<file path="src/timer_defines.svh">
// Purpose: Constants for the dual 8-bit timer/event counter.
// Assumes: Byte-wide CPU register port, main clock 20 MHz.
// Notes:   Definitions only.
//
// Function
// RL1: The counter is an 8-bit up-counter, read-only to software, that steps on each selected count clock.
// RL2: The counter is forced to 00H on reset, when counting is disabled, and on a match in match-clear mode.
// RL3: Outside PWM mode a counter/compare match raises the timer interrupt request.
// RL4: In PWM mode the output goes active on counter overflow and inactive on compare match.
// RL5: The compare register is a read/write byte taking 00H to FFH and resets to 00H.
// RL6: Software does not change the compare value while counting in match-clear mode.
// RL7: In PWM mode software leaves at least three count clocks between compare writes.
// RL8: Instance 0 codes select event falling, rising, then fx/2, /4, /16, /64, /256, /8192.
// RL9: Instance 1 codes select event falling, rising, fx/2, /32, /128, /1024, /8192, then internal oscillator/128.
// RL10: Software writes zero to clock-select bits 3 to 7; only bits 0 to 2 select the clock.
// RL11: Software stops the timer before changing the clock select.
// RL12: Reset clears both clock-select registers to 00H, the event-pin falling edge.
// RL13: Software keeps the selected count clock at or below 10 MHz.
// RL14: Writing the count-enable bit to 1 starts counting; writing 0 clears and stops the counter.
// RL15: The mode-select bit chooses match-clear (0) or free-running PWM (1).
// RL16: The event pin is synchronised and each selected edge yields one single-cycle count pulse.
`ifndef TIMER_DEFINES_SVH
`define TIMER_DEFINES_SVH

`define CLK_SEL0_ADDR  16'hFF2E
`define MODE0_ADDR     16'hFF2F
`define CNT0_ADDR      16'hFF20
`define CMP0_ADDR      16'hFF21
`define CLK_SEL1_ADDR  16'hFF3E
`define MODE1_ADDR     16'hFF3F
`define CNT1_ADDR      16'hFF30
`define CMP1_ADDR      16'hFF31

`define REG_RST        8'h00
`define CNT_MAX        8'hFF
`define SEL_W          3

`define MODE_TCE_BIT   7
`define MODE_PWM_BIT   6
`define MODE_LVS_BIT   3
`define MODE_LVR_BIT   2
`define MODE_LVL_BIT   1
`define MODE_TOE_BIT   0

`define PRESC_W        13
`define FR_DIV_W       7

`endif

</file>
<file path="src/timer_pkg.sv">
// Purpose: Shared types of the dual timer.
// Assumes: Nothing beyond the defines header.
// Notes:   Clock-select codes are common to both instances.
package timer_pkg;
	typedef logic [7:0]  byte_t;
	typedef logic [15:0] addr_t;
	typedef enum logic [2:0] {
		SEL_EV_FALL = 3'h0,
		SEL_EV_RISE = 3'h1,
		SEL_DIV_A   = 3'h2,
		SEL_DIV_B   = 3'h3,
		SEL_DIV_C   = 3'h4,
		SEL_DIV_D   = 3'h5,
		SEL_DIV_E   = 3'h6,
		SEL_DIV_F   = 3'h7
	} clk_sel_t;
endpackage : timer_pkg

</file>
<file path="src/channel_if.sv">
// Purpose: Control and status between the register block and one channel.
// Assumes: Single clock domain.
// Notes:   lvs and lvr are one-cycle write pulses.
`timescale 1ns/1ps
`default_nettype none
interface channel_if;
	logic              tick;
	logic              tce;
	logic              pwm;
	logic              lvl;
	logic              toe;
	logic              lvs;
	logic              lvr;
	timer_pkg::byte_t  cmp;
	timer_pkg::byte_t  cnt;
	logic              irq;
	logic              pin;
	modport chan (input tick, tce, pwm, lvl, toe, lvs, lvr, cmp,
		output cnt, irq, pin);
	modport ctrl (output tick, tce, pwm, lvl, toe, lvs, lvr, cmp,
		input cnt, irq, pin);
endinterface : channel_if
`default_nettype wire

</file>
<file path="src/count_channel.sv">
// Purpose: One 8-bit counter with compare, interval and PWM output.
// Assumes: tick is a one-cycle pulse per count clock.
// Notes:   Output pin is registered.
`timescale 1ns/1ps
`default_nettype none
`include "timer_defines.svh"
module count_channel (
	// Clock and reset
	input  wire logic i_ref_clk,
	input  wire logic i_arst_n,
	// Control from the register block
	channel_if.chan   ch
);
	import timer_pkg::*;

	byte_t cnt_q;
	byte_t cnt_d;
	byte_t cnt_inc;
	logic  irq_q;
	logic  irq_d;
	logic  tff_q;
	logic  tff_d;
	logic  pwm_q;
	logic  pwm_d;
	logic  pin_q;
	logic  pin_d;

	always_comb begin
		cnt_d   = cnt_q;
		irq_d   = 1'b0;
		tff_d   = tff_q;
		pwm_d   = pwm_q;
		cnt_inc = cnt_q + 8'h01;
		if (!ch.tce) begin
			cnt_d = `REG_RST; // RL2 RL14
			pwm_d = 1'b0;
		end else if (ch.tick) begin
			if (ch.pwm) begin // RL15
				cnt_d = cnt_inc; // RL1
				if (cnt_q == `CNT_MAX) begin
					pwm_d = 1'b1; // RL4
				end else if (cnt_inc == ch.cmp) begin
					pwm_d = 1'b0; // RL4
				end
			end else if (cnt_q == ch.cmp) begin
				cnt_d = `REG_RST; // RL2
				irq_d = 1'b1; // RL3
				if (ch.lvl) begin
					tff_d = ~tff_q;
				end
			end else begin
				cnt_d = cnt_inc; // RL1
			end
		end
		// Level set/reset only acts outside PWM
		if (!ch.pwm) begin
			if (ch.lvs) begin
				tff_d = 1'b1;
			end else if (ch.lvr) begin
				tff_d = 1'b0;
			end
		end
		pin_d = ch.toe & (ch.pwm ? (pwm_q ^ ch.lvl) : tff_q);
	end

	always_ff @(posedge i_ref_clk or negedge i_arst_n) begin
		if (!i_arst_n) begin
			cnt_q <= `REG_RST;
			irq_q <= 1'b0;
			tff_q <= 1'b0;
			pwm_q <= 1'b0;
			pin_q <= 1'b0;
		end else begin
			cnt_q <= cnt_d;
			irq_q <= irq_d;
			tff_q <= tff_d;
			pwm_q <= pwm_d;
			pin_q <= pin_d;
		end
	end

	assign ch.cnt = cnt_q;
	assign ch.irq = irq_q;
	assign ch.pin = pin_q;
endmodule : count_channel
`default_nettype wire

</file>
<file path="src/event_timer_top.sv">
// Purpose: Two 8-bit timer/event counters behind a byte register port.
// Assumes: i_ref_clk is the main oscillator clock fx at 20 MHz.
// Notes:   Event and internal-oscillator pins are asynchronous inputs.
`timescale 1ns/1ps
`default_nettype none
`include "timer_defines.svh"
module event_timer_top (
	// Clock and reset
	input  wire logic              i_ref_clk,
	input  wire logic              i_arst_n,
	// CPU register port
	input  wire timer_pkg::addr_t  i_addr,
	input  wire timer_pkg::byte_t  i_wdata,
	input  wire logic              i_wr,
	input  wire logic              i_rd,
	output var  timer_pkg::byte_t  o_rdata,
	// Pins
	input  wire logic [1:0]        i_event_input_pin,
	input  wire logic              i_internal_osc_clock,
	output var  logic [1:0]        o_timer_output_pin,
	output var  logic [1:0]        o_timer_irq
);
	import timer_pkg::*;

	localparam int NCH = 2;
	localparam addr_t SEL_ADDR [NCH] = '{`CLK_SEL0_ADDR, `CLK_SEL1_ADDR};
	localparam addr_t MODE_ADDR[NCH] = '{`MODE0_ADDR, `MODE1_ADDR};
	localparam addr_t CNT_ADDR [NCH] = '{`CNT0_ADDR, `CNT1_ADDR};
	localparam addr_t CMP_ADDR [NCH] = '{`CMP0_ADDR, `CMP1_ADDR};

	// True when the prescaler has just completed a 2^k period
	function automatic logic div_hit(
		input logic [`PRESC_W-1:0] presc,
		input int                  k
	);
		logic [`PRESC_W-1:0] mask;
		mask = (`PRESC_W'(1) << k) - `PRESC_W'(1);
		return (presc & mask) == mask;
	endfunction : div_hit

	// Count-pulse decode per instance
	function automatic logic sel_tick(
		input int                  inst,
		input clk_sel_t            code,
		input logic                fall,
		input logic                rise,
		input logic [`PRESC_W-1:0] presc,
		input logic                fr_tick
	);
		logic t;
		t = 1'b0;
		case (code)
			SEL_EV_FALL: t = fall;
			SEL_EV_RISE: t = rise;
			SEL_DIV_A:   t = div_hit(presc, 1);
			SEL_DIV_B:   t = (inst == 0) ? div_hit(presc, 2)
				: div_hit(presc, 5);
			SEL_DIV_C:   t = (inst == 0) ? div_hit(presc, 4)
				: div_hit(presc, 7);
			SEL_DIV_D:   t = (inst == 0) ? div_hit(presc, 6)
				: div_hit(presc, 10);
			SEL_DIV_E:   t = (inst == 0) ? div_hit(presc, 8)
				: div_hit(presc, 13);
			SEL_DIV_F:   t = (inst == 0) ? div_hit(presc, 13) : fr_tick;
			default:     t = 1'b0;
		endcase
		return t;
	endfunction : sel_tick

	// Free-running fx prescaler
	logic [`PRESC_W-1:0] presc_q;
	logic [`PRESC_W-1:0] presc_d;

	always_comb begin
		presc_d = presc_q + `PRESC_W'(1);
	end

	always_ff @(posedge i_ref_clk or negedge i_arst_n) begin
		if (!i_arst_n) begin
			presc_q <= '0;
		end else begin
			presc_q <= presc_d;
		end
	end

	// Internal oscillator: synchronise, then divide its rising edges by 128
	logic [2:0]           fr_sync_q;
	logic [2:0]           fr_sync_d;
	logic                 fr_lvl_q;
	logic                 fr_lvl_d;
	logic [`FR_DIV_W-1:0] fr_cnt_q;
	logic [`FR_DIV_W-1:0] fr_cnt_d;
	logic                 fr_tick;

	always_comb begin
		fr_sync_d = {fr_sync_q[1:0], i_internal_osc_clock};
		fr_lvl_d  = fr_lvl_q;
		fr_cnt_d  = fr_cnt_q;
		fr_tick   = 1'b0;
		if (fr_sync_q[1] == fr_sync_q[2] && fr_sync_q[2] != fr_lvl_q) begin
			fr_lvl_d = fr_sync_q[2];
			if (fr_sync_q[2]) begin
				fr_cnt_d = fr_cnt_q + `FR_DIV_W'(1);
				fr_tick  = &fr_cnt_q;
			end
		end
	end

	always_ff @(posedge i_ref_clk or negedge i_arst_n) begin
		if (!i_arst_n) begin
			fr_sync_q <= '0;
			fr_lvl_q  <= 1'b0;
			fr_cnt_q  <= '0;
		end else begin
			fr_sync_q <= fr_sync_d;
			fr_lvl_q  <= fr_lvl_d;
			fr_cnt_q  <= fr_cnt_d;
		end
	end

	// Per-channel registers, event sync and counter
	byte_t      cnt_rd [NCH];
	byte_t      sel_rd [NCH];
	byte_t      mode_rd[NCH];
	byte_t      cmp_rd [NCH];

	genvar g;
	generate
		for (g = 0; g < NCH; g++) begin : g_ch
			channel_if ch ();

			logic [`SEL_W-1:0] sel_q;
			logic [`SEL_W-1:0] sel_d;
			byte_t             mode_q;
			byte_t             mode_d;
			byte_t             cmp_q;
			byte_t             cmp_d;
			logic [2:0]        ev_sync_q;
			logic [2:0]        ev_sync_d;
			logic              ev_lvl_q;
			logic              ev_lvl_d;
			logic              ev_fall;
			logic              ev_rise;
			logic              mode_wr;

			// Select keeps only bits 0 to 2; its upper bits read as zero
			always_comb begin
				mode_wr = i_wr && (i_addr == MODE_ADDR[g]);
				sel_d   = sel_q;
				mode_d  = mode_q;
				cmp_d   = cmp_q;
				if (i_wr && (i_addr == SEL_ADDR[g])) begin
					sel_d = i_wdata[`SEL_W-1:0]; // RL10
				end
				if (mode_wr) begin
					// Set/reset bits are strobes, never stored
					mode_d = i_wdata & ~((8'h01 << `MODE_LVS_BIT)
						| (8'h01 << `MODE_LVR_BIT));
				end
				if (i_wr && (i_addr == CMP_ADDR[g])) begin
					cmp_d = i_wdata; // RL5
				end
			end

			always_ff @(posedge i_ref_clk or negedge i_arst_n) begin
				if (!i_arst_n) begin
					sel_q  <= `SEL_W'(`REG_RST); // RL12
					mode_q <= `REG_RST;
					cmp_q  <= `REG_RST; // RL5
				end else begin
					sel_q  <= sel_d;
					mode_q <= mode_d;
					cmp_q  <= cmp_d;
				end
			end

			// Edge counts once the second and third stages agree
			always_comb begin
				ev_sync_d = {ev_sync_q[1:0], i_event_input_pin[g]};
				ev_lvl_d  = ev_lvl_q;
				ev_fall   = 1'b0;
				ev_rise   = 1'b0;
				if (ev_sync_q[1] == ev_sync_q[2]
					&& ev_sync_q[2] != ev_lvl_q) begin
					ev_lvl_d = ev_sync_q[2];
					ev_rise  = ev_sync_q[2]; // RL16
					ev_fall  = ~ev_sync_q[2]; // RL16
				end
			end

			// Level starts low, so a high pin after reset gives one rise
			always_ff @(posedge i_ref_clk or negedge i_arst_n) begin
				if (!i_arst_n) begin
					ev_sync_q <= '0;
					ev_lvl_q  <= 1'b0;
				end else begin
					ev_sync_q <= ev_sync_d;
					ev_lvl_q  <= ev_lvl_d;
				end
			end

			assign ch.tick = sel_tick(g, clk_sel_t'(sel_q), ev_fall, ev_rise,
				presc_q, fr_tick); // RL8 RL9
			assign ch.tce  = mode_q[`MODE_TCE_BIT]; // RL14
			assign ch.pwm  = mode_q[`MODE_PWM_BIT]; // RL15
			assign ch.lvl  = mode_q[`MODE_LVL_BIT];
			assign ch.toe  = mode_q[`MODE_TOE_BIT];
			assign ch.lvs  = mode_wr && i_wdata[`MODE_LVS_BIT]
				&& !i_wdata[`MODE_LVR_BIT];
			assign ch.lvr  = mode_wr && i_wdata[`MODE_LVR_BIT]
				&& !i_wdata[`MODE_LVS_BIT];
			assign ch.cmp  = cmp_q;

			count_channel u_chan (
				.i_ref_clk (i_ref_clk),
				.i_arst_n  (i_arst_n),
				.ch        (ch.chan)
			);

			assign cnt_rd[g]             = ch.cnt; // RL1
			assign sel_rd[g]             = {5'h00, sel_q};
			assign mode_rd[g]            = mode_q;
			assign cmp_rd[g]             = cmp_q;
			assign o_timer_output_pin[g] = ch.pin;
			assign o_timer_irq[g]        = ch.irq;
		end
	endgenerate

	// Registered read data; unmapped addresses read 00H
	byte_t rdata_q;
	byte_t rdata_d;

	always_comb begin
		rdata_d = rdata_q;
		if (i_rd) begin
			rdata_d = `REG_RST;
			for (int i = 0; i < NCH; i++) begin
				if (i_addr == SEL_ADDR[i]) begin
					rdata_d = sel_rd[i];
				end
				if (i_addr == MODE_ADDR[i]) begin
					rdata_d = mode_rd[i];
				end
				if (i_addr == CNT_ADDR[i]) begin
					rdata_d = cnt_rd[i];
				end
				if (i_addr == CMP_ADDR[i]) begin
					rdata_d = cmp_rd[i];
				end
			end
		end
	end

	always_ff @(posedge i_ref_clk or negedge i_arst_n) begin
		if (!i_arst_n) begin
			rdata_q <= `REG_RST;
		end else begin
			rdata_q <= rdata_d;
		end
	end

	assign o_rdata = rdata_q;
endmodule : event_timer_top
`default_nettype wire

</file>
<file path="config.mk">
export PLATFORM = sky130hd
export DESIGN_NAME = event_timer_top
export DESIGN_NICKNAME = d
export VERILOG_FILES = /design/src/timer_pkg.sv /design/src/channel_if.sv /design/src/count_channel.sv /design/src/event_timer_top.sv
export VERILOG_INCLUDE_DIRS = /design/src
export SDC_FILE = /design/constraint.sdc
export NUM_CORES = 1
export LEC_CHECK = 0
export BUFFER_PORTS_ARGS = -buffer_cell sky130_fd_sc_hd__buf_2
export CAP_MARGIN = 0
export CORE_ASPECT_RATIO = 1.1
export CORE_MARGIN = 10
export CORE_UTILIZATION = 36
export CTS_CLUSTER_DIAMETER = 150
export DETAILED_ROUTE_END_ITERATION = 12
export PLACE_DENSITY = 0.53
export SETUP_SLACK_MARGIN = 0.4
export SLEW_MARGIN = 20
export SYNTH_ARGS = -nofsm -noshare
export SYNTH_HDL_FRONTEND = slang
export SYNTH_SLANG_ARGS = --single-unit
</file>
<file path="constraint.sdc">
create_clock -name i_ref_clk -period 2.1 [get_ports i_ref_clk]
set_clock_uncertainty 0.15 [all_clocks]
set_input_delay 0.63 -clock i_ref_clk [delete_from_list [all_inputs] [get_ports i_ref_clk]]
set_output_delay 0.63 -clock i_ref_clk [all_outputs]
set_load 0.005 [all_outputs]
</file>
==> flow_metrics.tcl <==
set metrics [dict create \
    yosys_most_used_dff "dfrtp_1" \
    cts_tree "done" \
    drive_above_1_share_pct 45.71 \
    netlist.area_leader.share_pct 47.06 \
    fin_crit_sh_pct 102.5 \
    crit_path_start_kind "register" \
    finalCriticalPeriod_ns 2.152 \
    total_power_mw 4.188 \
    n_fill_cell 1277 \
    grt_start_max_net_pins 44 \
    violations "setup timing" \
    maxSlewViolCount 0 \
    drt_iter0_markers 317 \
    hp-start "g_ch[1].ev_sync_q[0]" \
    r2r_slack_ns -0.05 \
    ys_seq_area_share_pct 47.06 \
    wl_um 15360 \
    grt_pass1_vias 4617 \
    die_area_um2 19690 \
    worst_hold_path.endpoint "g_ch[1].ev_sync_q[1]" \
    fp.coreArea_um2 14330 \
    die_w_um 134.7 \
    setup_ws_ns -0.05194 \
    crit_arrival_ns 2.29 \
    grt_overflow 0 \
    async_reset_ff_share_pct 100.0 \
    r2r_start "g_ch[0].sel_q[0]" \
    regToRegEndpoint "g_ch[0].u_chan.ch.cnt[2]" \
    clockBufferDepth 2 \
    status "finished with violations" \
    dp_hpwl_um 10970 \
    initial_utilization_pct 36.36 \
    antenna_found_initial 3 \
    synth_area_leaders "dfrtp_1 47%, mux2_2 7.1%, xnor2_1 5.7%, nand2_1 2.5%, a21oi_1 2.2%" \
    maxSlewHeadroom_pct 71.95 \
    synth.avg_cell_area_um2 10.30 \
    clk_pin_slew_ns 0.07 \
    syn_inst 506 \
    max_cap_violations 0 \
    gp_congestion 0.8917 \
    syn2layout_area_growth_pct 44.37 \
    leakagePower_nw 3.345 \
    whs_ns 0.1979 \
    ys_types 68 \
    r2r_cells 5 \
    num_vias 4453 \
    peakVddDrop_uv 362.0 \
    synth_seq_cells 98 \
    synth.net_count 542 \
    first_pass_iters 4 \
    synth-edff-count 0 \
    synth_top_area_cell "dfrtp_1" \
    worstPathRequired_ns 2.24 \
    path_class "register to register" \
    rsz0062_at_grt "yes" \
    io_pins 43 \
    drcViolationCount 0 \
    wl_per_cell_um 18.15 \
    hold_path_depth 0 \
    hp-class "register to register" \
    num_rows 46 \
    setup_viol 4 \
    ant_nets 0 \
    port_buffers 42 \
    grtUsageTotal_pct 15.82 \
    final_nets 683 \
    startpoint "g_ch[0].sel_q[0]" \
    clock_latency_ns 0.35 \
    synth_area_um2 5211 \
    cts_inserted_buffers 9 \
    crit_path_max_fanout 3 \
    end_kind "register" \
    fmax_mhz 464.7 \
    routed_via_density 5.264 \
    grt_pass1_wl_um 24870 \
    clock_sinks 98 \
    cts_htree_levels 3 \
    p_per_area_nw_per_um2 556.7 \
    clockRootBuffer "clkbuf_16" \
    report.final.hold_viol_count 0 \
    tightest_slew_ns 0.4208 \
    die_y_um 146.2 \
    synth_warnings 0 \
]
## layout by cell type (no fill, tap or decap), drive strengths merged, types with 3 or more instances in the layout
cell type  instances
nand4             15
o22ai             11
nand2b             3
mux2              33
a21oi             23
nor4               4
clkbuf            11
nor3              11
a22oi              7
nand3             23
o32a               4
xor2              13
or3                7
xnor2             34
ha                 5
o211ai             4
and3               8
inv               23
a22o               8
o31ai              5
buf              159
clkinv             3
o21ai             20
nor2              28
nor2b              3
nand4b             3
maj3               3
a31oi              3
nand2             35
o21a               3
or2                3
dfrtp             98
## cells by family after synthesis
family	synth area share, %
DFF	47.06
adders and majority gates	1.777
xor gates and xnor gates	7.899
muxes	7.515
AOI/OAI and AO/OA	14.43
buffers and inverters	4.346
and+or+nand+nor	16.97
## how the worst max path moves through the flow
stage,endpoint,slack [ns]
global route,g_ch[1].u_chan.pwm_q,-0.14
floorplan,g_ch[1].ch.cmp[0],-0.21
CTS,g_ch[0].u_chan.ch.cnt[2],-0.02
global placement,g_ch[0].mode_q[4],-0.36
finish,g_ch[0].u_chan.ch.cnt[2],-0.05
detailed placement,g_ch[0].mode_q[6],-0.44
## power breakdown
group	internal [mW]	switching, mW	total (mW)
Combinational	0.203	0.203	0.406
Sequential	1.96	0.0510	2.01
Clock	1.04	0.729	1.77
## final cells by class
| type | count | area (um2) | share of cell area [%] |
|---|---|---|---|
| diodes | 2 | 5.005 | 0.06652 |
| clock buffers | 11 | 232.7 | 3.093 |
| clock inverters | 5 | 78.83 | 1.048 |
| inverters | 23 | 88.84 | 1.181 |
| multi-input cells | 355 | 3193 | 42.44 |
| flip-flops and latches | 98 | 2457 | 32.66 |
| well taps | 192 | 240.2 | 3.193 |
| repair buffers | 160 | 1227 | 16.31 |
## repair_timing
item / in CTS / in global routing
endpoints found under the setup margin: 64 / 65
hold buffers: 1 / 0
pin swaps: 37 / 10
gates cloned: 0 / 0
buffers inserted: 18 / 5
hold endpoints to repair: 9 / 0
resized for setup: 89 / 45
## critical path, cell delays in order (launching register included)
cell	delay [ns]
dfrtp_1	0.39
or4b_4	0.56
a32oi_4	0.24
nand2b_1	0.11
or4b_1	0.50
a21oi_2	0.14
## stage by stage
stage | util [%] | std cells | worst slack [ns] | setup TNS (ns) | instance area (um2)
after detailed placement | 45.06 | 804 | -0.4398 | -13.98 | 6457
final | 52.50 | 846 | -0.05194 | -0.1350 | 7523
after global placement | 45.06 | 804 | -0.3629 | -12.38 | 6457
after CTS | 50.70 | 839 | -0.02095 | -0.04089 | 7266
after global routing | 52.46 | 844 | -0.1433 | -0.7392 | 7518
after floorplan | - | 506 | -0.2071 | -5.117 | 5440
## routing by layer
layer / up-vias / GRT usage, % / wire length (um)
met4: 0 / 6.481 / 394
met2: 97 / 24.63 / 7137
met1: 2204 / 20.53 / 6924
li1: 2127 / - / -
met5: - / 0 / 0
met3: 25 / 3.741 / 902
## cell usage after synthesis, drive strengths merged, types with 11 or more instances
cell    number
a21oi       23
nor3        11
mux2        33
nor2        28
o22ai       11
xor2        13
nand3       23
nand4       15
dfrtp       98
xnor2       34
nand2       35
clkbuf      20
inv         23
o21ai       20
## registers in the layout, indices dropped and copies added (netlist names), 6 cells and up
register            count
g_ch.ev_sync_q          6
g_ch.u_chan.ch.cnt     16
fr_cnt_q                7
presc_q                13
o_rdata                 8
g_ch.mode_q            12
g_ch.sel_q              6
g_ch.ch.cmp            16
No activity file was read; power rests on OpenSTA's default activity.
